File: config.mk
export PLATFORM = sky130hd
export DESIGN_NAME = adcs_top
export DESIGN_NICKNAME = d
export VERILOG_FILES = /design/src/rtl/adcs_pkg.sv /design/src/rtl/adcs_tick_if.sv /design/src/rtl/adcs_clkgen.sv /design/src/rtl/adcs_top.sv
export VERILOG_INCLUDE_DIRS = /design/src /design/src/rtl
export SDC_FILE = /design/constraint.sdc
export NUM_CORES = 1
export LEC_CHECK = 0
export ABC_AREA = 1
export BUFFER_PORTS_ARGS = -buffer_cell sky130_fd_sc_hd__buf_2
export CORE_MARGIN = 5
export CORE_UTILIZATION = 50
export DETAILED_ROUTE_END_ITERATION = 10
export GPL_TIMING_DRIVEN = 0
export PLACE_DENSITY = 0.83
export SYNTH_ARGS = -nofsm -noshare
export SYNTH_HDL_FRONTEND = slang
export SYNTH_HIERARCHICAL = 1
export SYNTH_SLANG_ARGS = --single-unit
File: constraint.sdc
create_clock -name core_clk -period 5.5 [get_ports core_clk]
set_input_delay 0.275 -clock core_clk [delete_from_list [all_inputs] [get_ports core_clk]]
set_output_delay 0.275 -clock core_clk [all_outputs]
set_load 0.1 [all_outputs]
File: src/rtl/adcs_cfg.svh
`ifndef ADCS_CFG_SVH
`define ADCS_CFG_SVH
// Functional notes
// - a 10-bit conversion takes exactly 11 conversion clock periods.
// - clock select 000/100/001/101/010/110 gives 2/4/8/16/32/64 oscillator periods; x11 is RC.
// - the chosen channel is converted whatever its pin direction; driven levels get converted.
// - port data reads return zero on pins configured as analog inputs.
// - with zero acquisition time, conversion waits until after the next instruction.
// - acquisition code 010 gives four conversion clocks of acquisition, then converts.
// - clearing start/done during a conversion aborts it at once.
// - an aborted conversion leaves the result register pair untouched.
// - after completion or abort, wait two conversion clocks, then resume acquisition.
// - compare trigger with mode 1011 and converter on sets the start bit.
// - while the converter is off the compare trigger is ignored.
// - calibrate makes the next start a dummy conversion whose result cancels later offset.
// - acquisition code 000 holds conversion off one instruction cycle for sleep entry.
// - completion loads the result pair (the offset for a dummy conversion), clears start/done, sets the interrupt flag.
// - acquisition codes 000..111 give 0,2,4,6,8,12,16,20 conversion clocks.
// - justify bit set places the result right, clear places it left.
// - reset turns the converter off, aborts conversion, leaves result registers alone.

// ---------------------------------------------------------------
// register byte offsets
// ---------------------------------------------------------------
`define ADCS_OFS_RES_HI   8'h00
`define ADCS_OFS_RES_LO   8'h04
`define ADCS_OFS_CTRL     8'h08
`define ADCS_OFS_PINCFG   8'h0C
`define ADCS_OFS_TIMING   8'h10
`define ADCS_OFS_STATUS   8'h14
`define ADCS_OFS_PORT     8'h18

// ---------------------------------------------------------------
// field positions
// ---------------------------------------------------------------
`define ADCS_CTRL_ON      0
`define ADCS_CTRL_GO      1
`define ADCS_CTRL_CHS     5:2
`define ADCS_CTRL_CAL     7
`define ADCS_PIN_PCFG     3:0
`define ADCS_PIN_VREF     5:4
`define ADCS_TIM_CCS      2:0
`define ADCS_TIM_ACQ      5:3
`define ADCS_TIM_JUST     7
`define ADCS_ST_FLAG      0
`define ADCS_ST_IEN       1

// ---------------------------------------------------------------
// reset values and timing
// ---------------------------------------------------------------
`define ADCS_RST_BYTE     8'h00
`define ADCS_CMP_MODE_TRG 4'hB
`define ADCS_CONV_TADS    4'hA
`define ADCS_WAIT_TADS    2'h2
`define ADCS_PCFG_LIMIT   5'h0F
// acquisition clocks for codes 7..0, five bits each
`define ADCS_ACQ_TABLE    {5'h14, 5'h10, 5'h0C, 5'h08, 5'h06, 5'h04, 5'h02, 5'h00}
// oscillator periods per conversion clock for codes 7..0; x11 entries unused
`define ADCS_DIV_TABLE    {7'h00, 7'h40, 7'h10, 7'h04, 7'h00, 7'h20, 7'h08, 7'h02}
`define ADCS_SAR_MSB      10'h200

`endif

File: src/rtl/adcs_pkg.sv
package adcs_pkg;

    typedef enum logic [2:0] {
        ADCS_OFF     = 3'b000,
        ADCS_SAMPLE  = 3'b001,
        ADCS_HOLDOFF = 3'b010,
        ADCS_ACQ     = 3'b011,
        ADCS_CONV    = 3'b100,
        ADCS_WAIT    = 3'b101
    } adcs_state_t;

    typedef struct packed {
        logic        rc_meta;
        logic        rc_sync;
        logic        rc_prev;
        logic [6:0]  cnt;
        logic        tick;
    } adcs_gen_t;

    typedef struct packed {
        adcs_state_t st;
        logic [7:0]  ctrl;
        logic [7:0]  pincfg;
        logic [7:0]  timing;
        logic        flag;
        logic        ien;
        logic [7:0]  res_hi;
        logic [7:0]  res_lo;
        logic [9:0]  trial;
        logic [9:0]  offset;
        logic        cal_run;
        logic [4:0]  tcnt;
        logic [7:0]  hcnt;
        logic [7:0]  pin_meta;
        logic [7:0]  pin_sync;
        logic [31:0] prdata;
        logic        pslverr;
    } adcs_regs_t;

endpackage : adcs_pkg

File: src/rtl/adcs_tick_if.sv
`timescale 1ns/100ps
interface adcs_tick_if;
    logic [2:0] clk_sel;
    logic       run;
    logic       tick;

    modport gen  (input clk_sel, input run, output tick);
    modport user (output clk_sel, output run, input tick);
endinterface : adcs_tick_if

File: src/rtl/adcs_clkgen.sv
`timescale 1ns/100ps
`include "adcs_cfg.svh"
module adcs_clkgen (
    input  wire logic   core_clk,
    input  wire logic   sys_rst,
    input  wire logic   rc_clk_in,
    adcs_tick_if.gen    tk
);
    adcs_pkg::adcs_gen_t s_q;
    adcs_pkg::adcs_gen_t s_d;
    logic [6:0]          div;
    logic [55:0]         div_tbl;

    assign div_tbl = `ADCS_DIV_TABLE;
    assign div     = div_tbl[tk.clk_sel*7 +: 7];
    assign tk.tick = s_q.tick;

    always_comb begin
        s_d         = s_q;
        s_d.rc_meta = rc_clk_in;
        s_d.rc_sync = s_q.rc_meta;
        s_d.rc_prev = s_q.rc_sync;
        s_d.tick    = 1'b0;
        if (!tk.run) begin
            s_d.cnt = 7'h00;
        end else if (tk.clk_sel[1:0] == 2'b11) begin
            // rc source: one pulse per synchronised rising edge
            s_d.tick = s_q.rc_sync & ~s_q.rc_prev;
            s_d.cnt  = 7'h00;
        end else if (s_q.cnt >= div - 7'h01) begin
            s_d.tick = 1'b1;
            s_d.cnt  = 7'h00;
        end else begin
            s_d.cnt  = s_q.cnt + 7'h01;
        end
    end

    always_ff @(posedge core_clk) begin
        if (sys_rst) begin
            s_q <= '0;
        end else begin
            s_q <= s_d;
        end
    end
endmodule : adcs_clkgen

File: src/rtl/adcs_top.sv
// Implementation choices: the register offsets and the APB register port.
`timescale 1ns/100ps
`include "adcs_cfg.svh"
module adcs_top #(
    parameter int        NPINS       = 8,
    parameter logic [7:0] INSTR_CLKS = 8'h04
) (
    input  wire logic              core_clk,
    input  wire logic              sys_rst,
    // apb slave
    input  wire logic              psel,
    input  wire logic              penable,
    input  wire logic              pwrite,
    input  wire logic [7:0]        paddr,
    input  wire logic [31:0]       pwdata,
    output logic                   pready,
    output logic [31:0]            prdata,
    output logic                   pslverr,
    // clock sources and compare trigger
    input  wire logic              rc_clk_in,
    input  wire logic              cmp_trigger,
    input  wire logic [3:0]        compare_mode_field,
    // analog core
    output logic                   core_sample,
    output logic                   core_convert,
    output logic                   core_cal,
    output logic [3:0]             channel_select,
    output logic [1:0]             vref_config,
    output logic [9:0]             core_trial,
    input  wire logic              comp_in,
    // port pins and status
    input  wire logic [NPINS-1:0]  pin_in,
    output logic                   conv_irq_flag,
    output logic                   conv_irq_enable
);
    adcs_pkg::adcs_regs_t s_q;
    adcs_pkg::adcs_regs_t s_d;
    adcs_tick_if          tk ();
    logic                 wr;
    logic                 setup;
    logic                 tick;
    logic [9:0]           raw;
    logic [9:0]           fixed;
    logic [39:0]          acq_tbl;
    logic [NPINS-1:0]     port_view;
    logic                 go_set;
    logic                 go_clr;
    logic                 done;
    logic                 abort;

    // ---------------------------------------------------------------
    // helpers
    // ---------------------------------------------------------------
    function automatic logic [9:0] comp_offset(input logic [9:0] r, input logic [9:0] o);
        comp_offset = (r > o) ? r - o : 10'h000;
    endfunction : comp_offset

    function automatic logic [15:0] justify(input logic [9:0] r, input logic right);
        justify = right ? {6'h00, r} : {r, 6'h00};
    endfunction : justify

    function automatic logic [NPINS-1:0] analog_mask(input logic [3:0] pcfg);
        logic [NPINS-1:0] m;
        m = '0;
        // pin i is analog while pcfg + i stays below the limit
        for (int i = 0; i < NPINS; i++) begin
            m[i] = ({1'b0, pcfg} + 5'(i)) < `ADCS_PCFG_LIMIT;
        end
        analog_mask = m;
    endfunction : analog_mask

    // ---------------------------------------------------------------
    // conversion clock
    // ---------------------------------------------------------------
    assign tk.clk_sel = s_q.timing[`ADCS_TIM_CCS];
    assign tk.run     = s_q.ctrl[`ADCS_CTRL_ON];
    assign tick       = tk.tick;

    adcs_clkgen u_clkgen (
        .core_clk  (core_clk),
        .sys_rst   (sys_rst),
        .rc_clk_in (rc_clk_in),
        .tk        (tk.gen)
    );

    // ---------------------------------------------------------------
    // bus decode
    // ---------------------------------------------------------------
    assign wr      = psel & penable & pwrite;
    assign setup   = psel & ~penable;
    assign pready  = 1'b1;
    assign prdata  = s_q.prdata;
    assign pslverr = s_q.pslverr;
    assign acq_tbl = `ADCS_ACQ_TABLE;

    // the converter sees only the channel select, never the pin direction
    assign channel_select  = s_q.cal_run ? 4'h0 : s_q.ctrl[`ADCS_CTRL_CHS];
    assign vref_config     = s_q.pincfg[`ADCS_PIN_VREF];
    assign core_trial      = s_q.trial;
    assign core_cal        = s_q.cal_run;
    assign core_sample     = (s_q.st == adcs_pkg::ADCS_SAMPLE) | (s_q.st == adcs_pkg::ADCS_ACQ)
                           | (s_q.st == adcs_pkg::ADCS_HOLDOFF);
    assign core_convert    = (s_q.st == adcs_pkg::ADCS_CONV);
    assign conv_irq_flag   = s_q.flag;
    assign conv_irq_enable = s_q.ien;

    assign port_view = s_q.pin_sync & ~analog_mask(s_q.pincfg[`ADCS_PIN_PCFG]);

    // last bit decision folded into the final trial word
    assign raw   = comp_in ? s_q.trial : (s_q.trial & ~10'h001);
    assign fixed = comp_offset(raw, s_q.offset);

    // start requests: software set only once already on, trigger only while on
    assign go_set = (wr && paddr == `ADCS_OFS_CTRL && pwdata[`ADCS_CTRL_GO]
                     && s_q.ctrl[`ADCS_CTRL_ON] && pwdata[`ADCS_CTRL_ON])
                  | (cmp_trigger && compare_mode_field == `ADCS_CMP_MODE_TRG
                     && s_q.ctrl[`ADCS_CTRL_ON]);
    assign go_clr = wr && paddr == `ADCS_OFS_CTRL && !pwdata[`ADCS_CTRL_GO];
    assign done   = (s_q.st == adcs_pkg::ADCS_CONV) && tick && (s_q.tcnt == 5'(`ADCS_CONV_TADS));
    assign abort  = go_clr && !go_set && ((s_q.st == adcs_pkg::ADCS_CONV)
                    || (s_q.st == adcs_pkg::ADCS_ACQ) || (s_q.st == adcs_pkg::ADCS_HOLDOFF));

    // ---------------------------------------------------------------
    // next state
    // ---------------------------------------------------------------
    always_comb begin
        s_d          = s_q;
        s_d.pin_meta = 8'(pin_in);
        s_d.pin_sync = s_q.pin_meta;
        s_d.pslverr  = 1'b0;

        // register reads are captured in the setup cycle
        if (setup && !pwrite) begin
            s_d.prdata = 32'h0000_0000;
            case (paddr)
                `ADCS_OFS_RES_HI: s_d.prdata = {24'h000000, s_q.res_hi};
                `ADCS_OFS_RES_LO: s_d.prdata = {24'h000000, s_q.res_lo};
                `ADCS_OFS_CTRL:   s_d.prdata = {24'h000000, s_q.ctrl & 8'hBF};
                `ADCS_OFS_PINCFG: s_d.prdata = {24'h000000, s_q.pincfg & 8'h3F};
                `ADCS_OFS_TIMING: s_d.prdata = {24'h000000, s_q.timing & 8'hBF};
                `ADCS_OFS_STATUS: s_d.prdata = {30'h00000000, s_q.ien, s_q.flag};
                `ADCS_OFS_PORT:   s_d.prdata = {24'h000000, 8'(port_view)};
                default:          s_d.pslverr = 1'b1;
            endcase
        end else if (setup) begin
            case (paddr)
                `ADCS_OFS_RES_HI, `ADCS_OFS_RES_LO, `ADCS_OFS_CTRL, `ADCS_OFS_PINCFG,
                `ADCS_OFS_TIMING, `ADCS_OFS_STATUS, `ADCS_OFS_PORT: s_d.pslverr = 1'b0;
                default: s_d.pslverr = 1'b1;
            endcase
        end

        // register writes
        if (wr) begin
            case (paddr)
                `ADCS_OFS_RES_HI: s_d.res_hi = pwdata[7:0];
                `ADCS_OFS_RES_LO: s_d.res_lo = pwdata[7:0];
                `ADCS_OFS_CTRL: begin
                    s_d.ctrl = {pwdata[7], 1'b0, pwdata[5:0]};
                    // go is owned by the sequencer below
                    s_d.ctrl[`ADCS_CTRL_GO] = s_q.ctrl[`ADCS_CTRL_GO];
                end
                `ADCS_OFS_PINCFG: s_d.pincfg = {2'b00, pwdata[5:0]};
                `ADCS_OFS_TIMING: s_d.timing = {pwdata[7], 1'b0, pwdata[5:0]};
                `ADCS_OFS_STATUS: s_d.ien    = pwdata[`ADCS_ST_IEN];
                default: ;
            endcase
        end

        // flag: write one clears, a completion in the same cycle wins
        s_d.flag = (s_q.flag & ~(wr && paddr == `ADCS_OFS_STATUS && pwdata[`ADCS_ST_FLAG])) | done;

        // start/done bit
        if (go_set) begin
            s_d.ctrl[`ADCS_CTRL_GO] = 1'b1;
        end else if (go_clr || done) begin
            s_d.ctrl[`ADCS_CTRL_GO] = 1'b0;
        end

        // sequencer
        case (s_q.st)
            adcs_pkg::ADCS_OFF: begin
                if (s_q.ctrl[`ADCS_CTRL_ON]) begin
                    s_d.st = adcs_pkg::ADCS_SAMPLE;
                end
            end
            adcs_pkg::ADCS_SAMPLE: begin
                if (s_q.ctrl[`ADCS_CTRL_GO]) begin
                    s_d.tcnt    = 5'h00;
                    s_d.hcnt    = 8'h00;
                    s_d.cal_run = s_q.ctrl[`ADCS_CTRL_CAL];
                    s_d.st      = (s_q.timing[`ADCS_TIM_ACQ] == 3'b000)
                                ? adcs_pkg::ADCS_HOLDOFF : adcs_pkg::ADCS_ACQ;
                end
            end
            adcs_pkg::ADCS_HOLDOFF: begin
                // one instruction cycle passes before the first conversion clock
                if (s_q.hcnt < INSTR_CLKS) begin
                    s_d.hcnt = s_q.hcnt + 8'h01;
                end else if (tick) begin
                    s_d.st    = adcs_pkg::ADCS_CONV;
                    s_d.trial = `ADCS_SAR_MSB;
                    s_d.tcnt  = 5'h00;
                end
            end
            adcs_pkg::ADCS_ACQ: begin
                if (tick) begin
                    if (s_q.tcnt + 5'h01 >= acq_tbl[s_q.timing[`ADCS_TIM_ACQ]*5 +: 5]) begin
                        s_d.st    = adcs_pkg::ADCS_CONV;
                        s_d.trial = `ADCS_SAR_MSB;
                        s_d.tcnt  = 5'h00;
                    end else begin
                        s_d.tcnt = s_q.tcnt + 5'h01;
                    end
                end
            end
            adcs_pkg::ADCS_CONV: begin
                if (tick) begin
                    if (s_q.tcnt == 5'(`ADCS_CONV_TADS)) begin
                        // eleventh conversion clock ends the conversion
                        s_d.st   = adcs_pkg::ADCS_WAIT;
                        s_d.tcnt = 5'h00;
                        if (s_q.cal_run) begin
                            s_d.offset  = s_q.trial;
                            s_d.cal_run = 1'b0;
                            s_d.ctrl[`ADCS_CTRL_CAL] = 1'b0;
                        end else begin
                            {s_d.res_hi, s_d.res_lo} = justify(comp_offset(s_q.trial, s_q.offset),
                                                               s_q.timing[`ADCS_TIM_JUST]);
                        end
                    end else begin
                        s_d.tcnt = s_q.tcnt + 5'h01;
                        if (s_q.tcnt < 5'(`ADCS_CONV_TADS)) begin
                            // keep or drop the bit under test, then try the next one
                            s_d.trial = (comp_in ? s_q.trial : (s_q.trial & ~(`ADCS_SAR_MSB >> s_q.tcnt)))
                                      | (`ADCS_SAR_MSB >> (s_q.tcnt + 5'h01));
                        end
                    end
                end
            end
            adcs_pkg::ADCS_WAIT: begin
                if (tick) begin
                    if (s_q.tcnt + 5'h01 >= 5'(`ADCS_WAIT_TADS)) begin
                        s_d.st = adcs_pkg::ADCS_SAMPLE;
                    end
                    s_d.tcnt = s_q.tcnt + 5'h01;
                end
            end
            default: s_d.st = adcs_pkg::ADCS_OFF;
        endcase

        // abort keeps the result pair as it was
        if (abort) begin
            s_d.st      = adcs_pkg::ADCS_WAIT;
            s_d.tcnt    = 5'h00;
            s_d.cal_run = 1'b0;
        end
        if (!s_q.ctrl[`ADCS_CTRL_ON]) begin
            s_d.st                  = adcs_pkg::ADCS_OFF;
            s_d.cal_run             = 1'b0;
            s_d.ctrl[`ADCS_CTRL_GO] = 1'b0;
        end
    end

    // ---------------------------------------------------------------
    // state register
    // ---------------------------------------------------------------
    always_ff @(posedge core_clk) begin
        if (sys_rst) begin
            // result pair and offset survive reset on purpose
            s_q.st       <= adcs_pkg::ADCS_OFF;
            s_q.ctrl     <= `ADCS_RST_BYTE;
            s_q.pincfg   <= `ADCS_RST_BYTE;
            s_q.timing   <= `ADCS_RST_BYTE;
            s_q.flag     <= 1'b0;
            s_q.ien      <= 1'b0;
            s_q.trial    <= 10'h000;
            s_q.cal_run  <= 1'b0;
            s_q.tcnt     <= 5'h00;
            s_q.hcnt     <= 8'h00;
            s_q.pin_meta <= 8'h00;
            s_q.pin_sync <= 8'h00;
            s_q.prdata   <= 32'h0000_0000;
            s_q.pslverr  <= 1'b0;
        end else begin
            s_q <= s_d;
        end
    end

    logic unused_raw;
    assign unused_raw = ^fixed;
endmodule : adcs_top

======== Yosys cells after proc, flatten, opt, wreduce, memory -nomap -nowiden ========
Cells that the tools add are included.
storage, ports and cells
  bits in writable memories ............... 0
  ROM bits ................................ 0
  register bits after elaboration ......... 135
  memories kept ........................... 0
  bits in latches ......................... 0
operators by class
  equal/unequal tests ..................... 35
  muxes and demuxes ....................... 57
  shift-type cells ........................ 4
  bitwise logic cells ..................... 19
  reduce and logical (&&, ||, !) cells .... 44
  $lt $le $gt $ge ......................... 14
  add/subtract/negate cells ............... 12
  $mul .................................... 2
  div/mod/pow operators ................... 0
operator list
  operator                   count
  $mux W10                   8
  $mux W16                   5
  $pmux W8 S7                1
  $shiftx A56 B7 Y7 const A  1
  $mux W42                   1
  $lt A5 B4 Y1 const B       8
  $mux W8                    5
  $shiftx A40 B7 Y5 const A  1
  $mux W5                    6
  $pmux W10 S3               1
  $pmux W5 S5                1
  $eq A8 B5 Y1 const B       3
  $mux W24                   1
  $mux W3                    8
  $mux W11                   2
  $add A4 B3 Y5 const B      4
  $shr A10 B5 Y10 const A    2
  $pmux W3 S6                1
  $reduce_and A9 Y1          2
  $eq A8 B4 Y1 const B       2
  $ne A2 B1 Y1 const B       8
  $pmux W8 S2                1
  $logic_and A1 B1 Y1        14
  $mux W14                   1
  54 further kinds           100

======== Logic depth before layout (Yosys ltp) ========
  word-level depth ........................ 12
  depth in mapped cells ................... 16
  gate-level depth less buffers ........... 16

======== By module ========
The synthesis kept the hierarchy.
by module, submodules not included
  module       area each (um2)  cells an instance  instances  seq. area each (um2)
  adcs_top     6334.8           925                1          2262.2
  adcs_clkgen  606.8            75                 1          220.2

======== Least setup slack after synthesis ========
OpenSTA, ideal clock, no wires.
  kind .................................... register to register
  start ................................... register s_q[125] (netlist name)
  end ..................................... register s_q[59] (netlist name)
  library setup time ...................... 0.109 ns
  path buffers ............................ 1
  cell stages (with the launch flop) ...... 11
  setup slack ............................. 2.842 ns
  arrival time ............................ 2.548 ns
  data required time ...................... 5.391 ns
  clock period less this slack ............ 2.658 ns
  path through ............................ dfxtp_1 > buf_2 > nor2_2 > nor2_1 > o211ai_1 > nor2_4 > inv_1 > nand2_1 > nand2_1 > nand2_1 > inv_1
between the ends
  cells in the longest elaborated chain, start to end .. 5
  elaborated cells on any way between the ends .. 18
RTL lines
  what                                                                       line            source
  start: declaration                                                         adcs_top.sv:36  adcs_pkg::adcs_regs_t s_q;
  parallel branches: the longest is 5 deep, another holds $reduce_and A7 Y1  n/a
Several ways; the timed one is not identified.
A chain may end at the register's enable or synchronous reset.

======== Worst setup path after layout ========
  start ................................... register s_q[58] (netlist name)
  end ..................................... register s_q[61] (netlist name)
between the ends
  cells in the longest elaborated chain, start to end .. 5
  elaborated cells on any way between the ends .. 9
RTL lines
  what           line             source
  $add A5 B1 Y5  n/a
  $ge A5 B5 Y1   adcs_top.sv:208  if (s_q.tcnt + 5'h01 >= acq_tbl[s_q.timing[`ADCS_TIM_ACQ]*5 +: 5]) begin
  $mux W5        adcs_top.sv:208
  $mux W5        adcs_top.sv:207  if (tick) begin
  $pmux W5 S5 *  adcs_top.sv:181  case (s_q.st)
Mark *: on every way between the ends. The rest lies on a longest branch, timed or not. The select of a mux whose other input is x is not followed.

==> flow_metrics.env <==
export IMPL_synth_compound_area_share_pct=12.7
export IMPL_critPathTopFamily="simple AND/OR/NAND/NOR gates"
export IMPL_cts_setup_buffers=0
export IMPL_synth_main_ff_cell="dfxtp_1"
export IMPL_globalplace_congestion=0.941
export IMPL_cp_end_kind="flip-flop"
export IMPL_critPathKind="flip-flop to flip-flop"
export IMPL_met1_length_um=7140
export IMPL_regToRegSetupSlack_ns=2.73
export IMPL_dp_cells=1268
export IMPL_p_comb_share_pct=10.0
export IMPL_wirelength_um=17000
export IMPL_synth_warnings=6
export IMPL_slew_headroom_pct=9.27
export IMPL_dr_wl_met3_um=1520
export IMPL_crit_required_ns=5.77
export IMPL_synthSimpleGateAreaFrac_pct=29.5
export IMPL_dr_total_vias=6527
export IMPL_root_buffer="clkbuf_16"
export IMPL_rr_worst_depth=14
export IMPL_htreeDepth=3
export IMPL_p_sw_mw=0.447
export IMPL_synth_avg_cell_area_sq_um=6.94
export IMPL_gr_usage_all_layers_pct=20.5
export IMPL_io_buffers=65
export IMPL_synth_yosys_seq_area_share_pct=35.8
export IMPL_rsz0062_at_grt="false"
export IMPL_start_util_pct=50.4
export IMPL_finalCritPeriodShare_pct=50.4
export IMPL_drive_gt1_share_pct=15.5
export IMPL_r2r_end="s_q[61]"
export IMPL_cts_tree="done"
export IMPL_dr_pass1_iters=5
export IMPL_antenna_found_initial=0
export IMPL_async_flop_share_pct=0
export IMPL_cts_buffers=9
export IMPL_synthXorXnorAreaFrac_pct=1.89
export IMPL_final_hold_violation_count=0
export IMPL_clk_pin_slew_ns=0.08
export IMPL_crit_arrival_ns=3.04
export IMPL_fin_cells=1284
export IMPL_r2r_start="s_q[58]"
export IMPL_grt_overflow=0
export IMPL_fin_util_pct=57.1
export IMPL_coreArea_sq_um=13800
export IMPL_rows=43
export IMPL_met2_length_um=7940
export IMPL_die_area_sq_um=16300
export IMPL_holdCritPathClass="input port to flip-flop"
export IMPL_final_setup_tns_ns=0
export IMPL_ant_nets=0
export IMPL_ys_types=47
export IMPL_syn_to_final_growth_pct=13.3
export IMPL_p_clk_share_pct=38.1
export IMPL_whs_path_depth=3
export IMPL_clkSinkCount=111
export IMPL_cp_common_cell="nand2_1"
export IMPL_cp_start_kind="flip-flop"
export IMPL_clk_latency_ns=0.36
export IMPL_status="completed"
export IMPL_cts_buffer_depth=2
export IMPL_leakage_nw=3.77
export IMPL_p_per_area_nw_per_um2=209
export IMPL_synth_top_family_by_area="simple AND/OR/NAND/NOR gates"
export IMPL_final_nets=1193
export IMPL_finalSetupViolCount=0
export IMPL_critPathSlowestCell="dfxtp_1"
export IMPL_maxCapViolCount=0
export IMPL_via_per_inst=5.08
export IMPL_crit_buf_inv=3
export IMPL_hold_start="pin_in[4]"
export IMPL_antennaDiodeCount=0
export IMPL_maxSlewViolCount=0
export IMPL_drt_iter0_markers=485
export IMPL_cts_resized_gates=0
export IMPL_critical_path_max_stage_delay_ns=0.44
export IMPL_fp_dieW_um=128
export IMPL_period_needed_ns=2.77
export IMPL_grt_max_degree=26
export IMPL_fmax_mhz=361
export IMPL_power_internal_mw=1.19
export IMPL_remaining_drc_errors=0
export IMPL_syn_area_sq_um=6940
export IMPL_path_cells="ha_1 -> nand3_1 -> xor2_1 -> inv_1 -> ha_1 -> nand2_1 -> inv_1 -> nand2_1 -> and2_0 -> nand3_1 -> buf_2 -> nand2_1 -> nand4_1 -> a21boi_0"
export IMPL_clock_skew_ns=0.0101
export IMPL_seqPwrFrac_pct=51.9
export IMPL_ir_drop_uv=179
export IMPL_ios=115
export IMPL_synthMuxAreaShare_pct=0
export IMPL_tightest_slew_ns=1.36
export IMPL_wire_per_inst_um=13.2
export IMPL_p_sw_share_pct=27.2
export IMPL_holdBufCountCts=0
export IMPL_syn_inst=1000
export IMPL_finalPower_mw=1.64
export IMPL_grt_pass1_wl_um=27300
export IMPL_dieHeight_um=128
export IMPL_synth_edf_count=26
export IMPL_grt_pass1_vias=5810
export IMPL_ys_ff_latch=111
export IMPL_fill_cells=1320
export IMPL_synthAdderAreaFrac_pct=6.24
export IMPL_dpl_hpwl_um=13200
export IMPL_worst_path_max_fanout=10
export IMPL_hold_end="s_d[37]"
export IMPL_routed_top_layer="met4"
## tightest hold or removal path, stage by stage
cell    delay [ns]
buf_2         0.07
inv_1         0.03
nor2_1        0.06
## how the worst max path moves through the flow
stage	from	to	slack, ns	cells past startpoint
5_1_grt	s_q[58]	s_q[61]	2.38	14
3_3_place_gp	s_q[57]	s_q[71]	2.50	6
2_1_floorplan	s_q[125]	s_q[59]	2.84	10
3_5_place_dp	s_q[57]	s_q[72]	2.41	6
6_report	s_q[58]	s_q[61]	2.73	14
4_1_cts	s_q[57]	s_q[67]	2.40	6
## routing by layer
metal | vias to the layer above | track usage (%)
li1 | 3343 | -
met1 | 2877 | 26.4
met2 | 272 | 34.0
met3 | 35 | 4.83
met4 | 0 | 6.87
met5 | - | 0
## state kept, by name, summed over array words and instances (netlist names)
| name | count |
|---|---|
| u_clkgen/tk.tick | 1 |
| core_trial | 10 |
| prdata | 8 |
| u_clkgen/s_d | 2 |
| core_cal | 1 |
| s_d | 8 |
| conv_irq_enable | 1 |
| vref_config | 2 |
| pslverr | 1 |
| conv_irq_flag | 1 |
| u_clkgen/s_q | 8 |
| s_q | 68 |
## final cells by class
class,count,area [sq um],share of cell area [%]
Buffer,61,414,5.27
Clock buffer,9,225,2.86
Clock inverter,7,53.8,0.684
Inverter,146,548,6.97
Multi-Input combinational cell,705,3590,45.6
Sequential cell,111,2480,31.6
Tap cell,180,225,2.86
Timing Repair Buffer,65,325,4.14
## layout by cell type (no fill, tap or decap), drive strengths merged, types with 4 or more instances in the layout
| cell | synthesis | layout |
|---|---|---|
| o22ai | 4 | 4 |
| nand3 | 60 | 60 |
| a21oi | 49 | 49 |
| o21ai | 79 | 79 |
| inv | 146 | 149 |
| dfxtp | 85 | 85 |
| o21bai | 4 | 4 |
| xnor2 | 6 | 6 |
| xor2 | 9 | 9 |
| nand3b | 4 | 4 |
| conb | 2 | 25 |
| nor2 | 153 | 153 |
| nor3 | 9 | 9 |
| clkbuf | 10 | 19 |
| a31oi | 4 | 4 |
| nand4 | 10 | 10 |
| or2 | 4 | 4 |
| buf | 51 | 116 |
| ha | 33 | 33 |
| nand2 | 228 | 228 |
| edfxtp | 26 | 26 |
| o211ai | 13 | 13 |
## Yosys cell counts, types with 8 or more instances
cell / n / area, sq um
nor3_1: 8 / 40.0
a21oi_1: 49 / 245
edfxtp_1: 26 / 781
nand3_1: 59 / 295
nor2_2: 11 / 68.8
inv_1: 139 / 522
ha_1: 33 / 413
xor2_1: 9 / 78.8
nor2_1: 138 / 518
buf_4: 46 / 345
clkbuf_1: 10 / 37.5
o211ai_1: 12 / 90.1
nand2_1: 219 / 822
nand4_1: 10 / 62.6
dfxtp_1: 85 / 1700
o21ai_0: 77 / 385
## logic make-up (layout without fill, tap and decap cells)
group                      count (synthesis)  count (layout)
buffers and inverters                    207             288
AOI/OAI and AO/OA                        160             160
other                                      2              25
DFF                                      111             111
xor gates and xnor gates                  15              15
adders and majority gates                 34              34
and+or+nand+nor                          471             471
## through the flow
step / hold slack [ns] / instance area, sq um / worst slack (ns)
final: 0.113 / 7860 / 2.73
after global routing: 0.115 / 7860 / 2.38
after CTS: 0.106 / 7860 / 2.40
after detailed placement: 0.398 / 7580 / 2.41
after global placement: 0.393 / 7580 / 2.50
after floorplan: 0.346 / 7030 / 2.84
## power groups by stage
stage / sequential, mW / combinational (mW) / clock, mW
floorplan: 0.870 / 0.128 / 0
global placement: 0.870 / 0.161 / 0
detailed placement: 0.871 / 0.162 / 0
CTS: 0.851 / 0.162 / 0.641
global route: 0.853 / 0.174 / 0.674
finish: 0.852 / 0.164 / 0.626
Power figures use the tool's default switching activity.
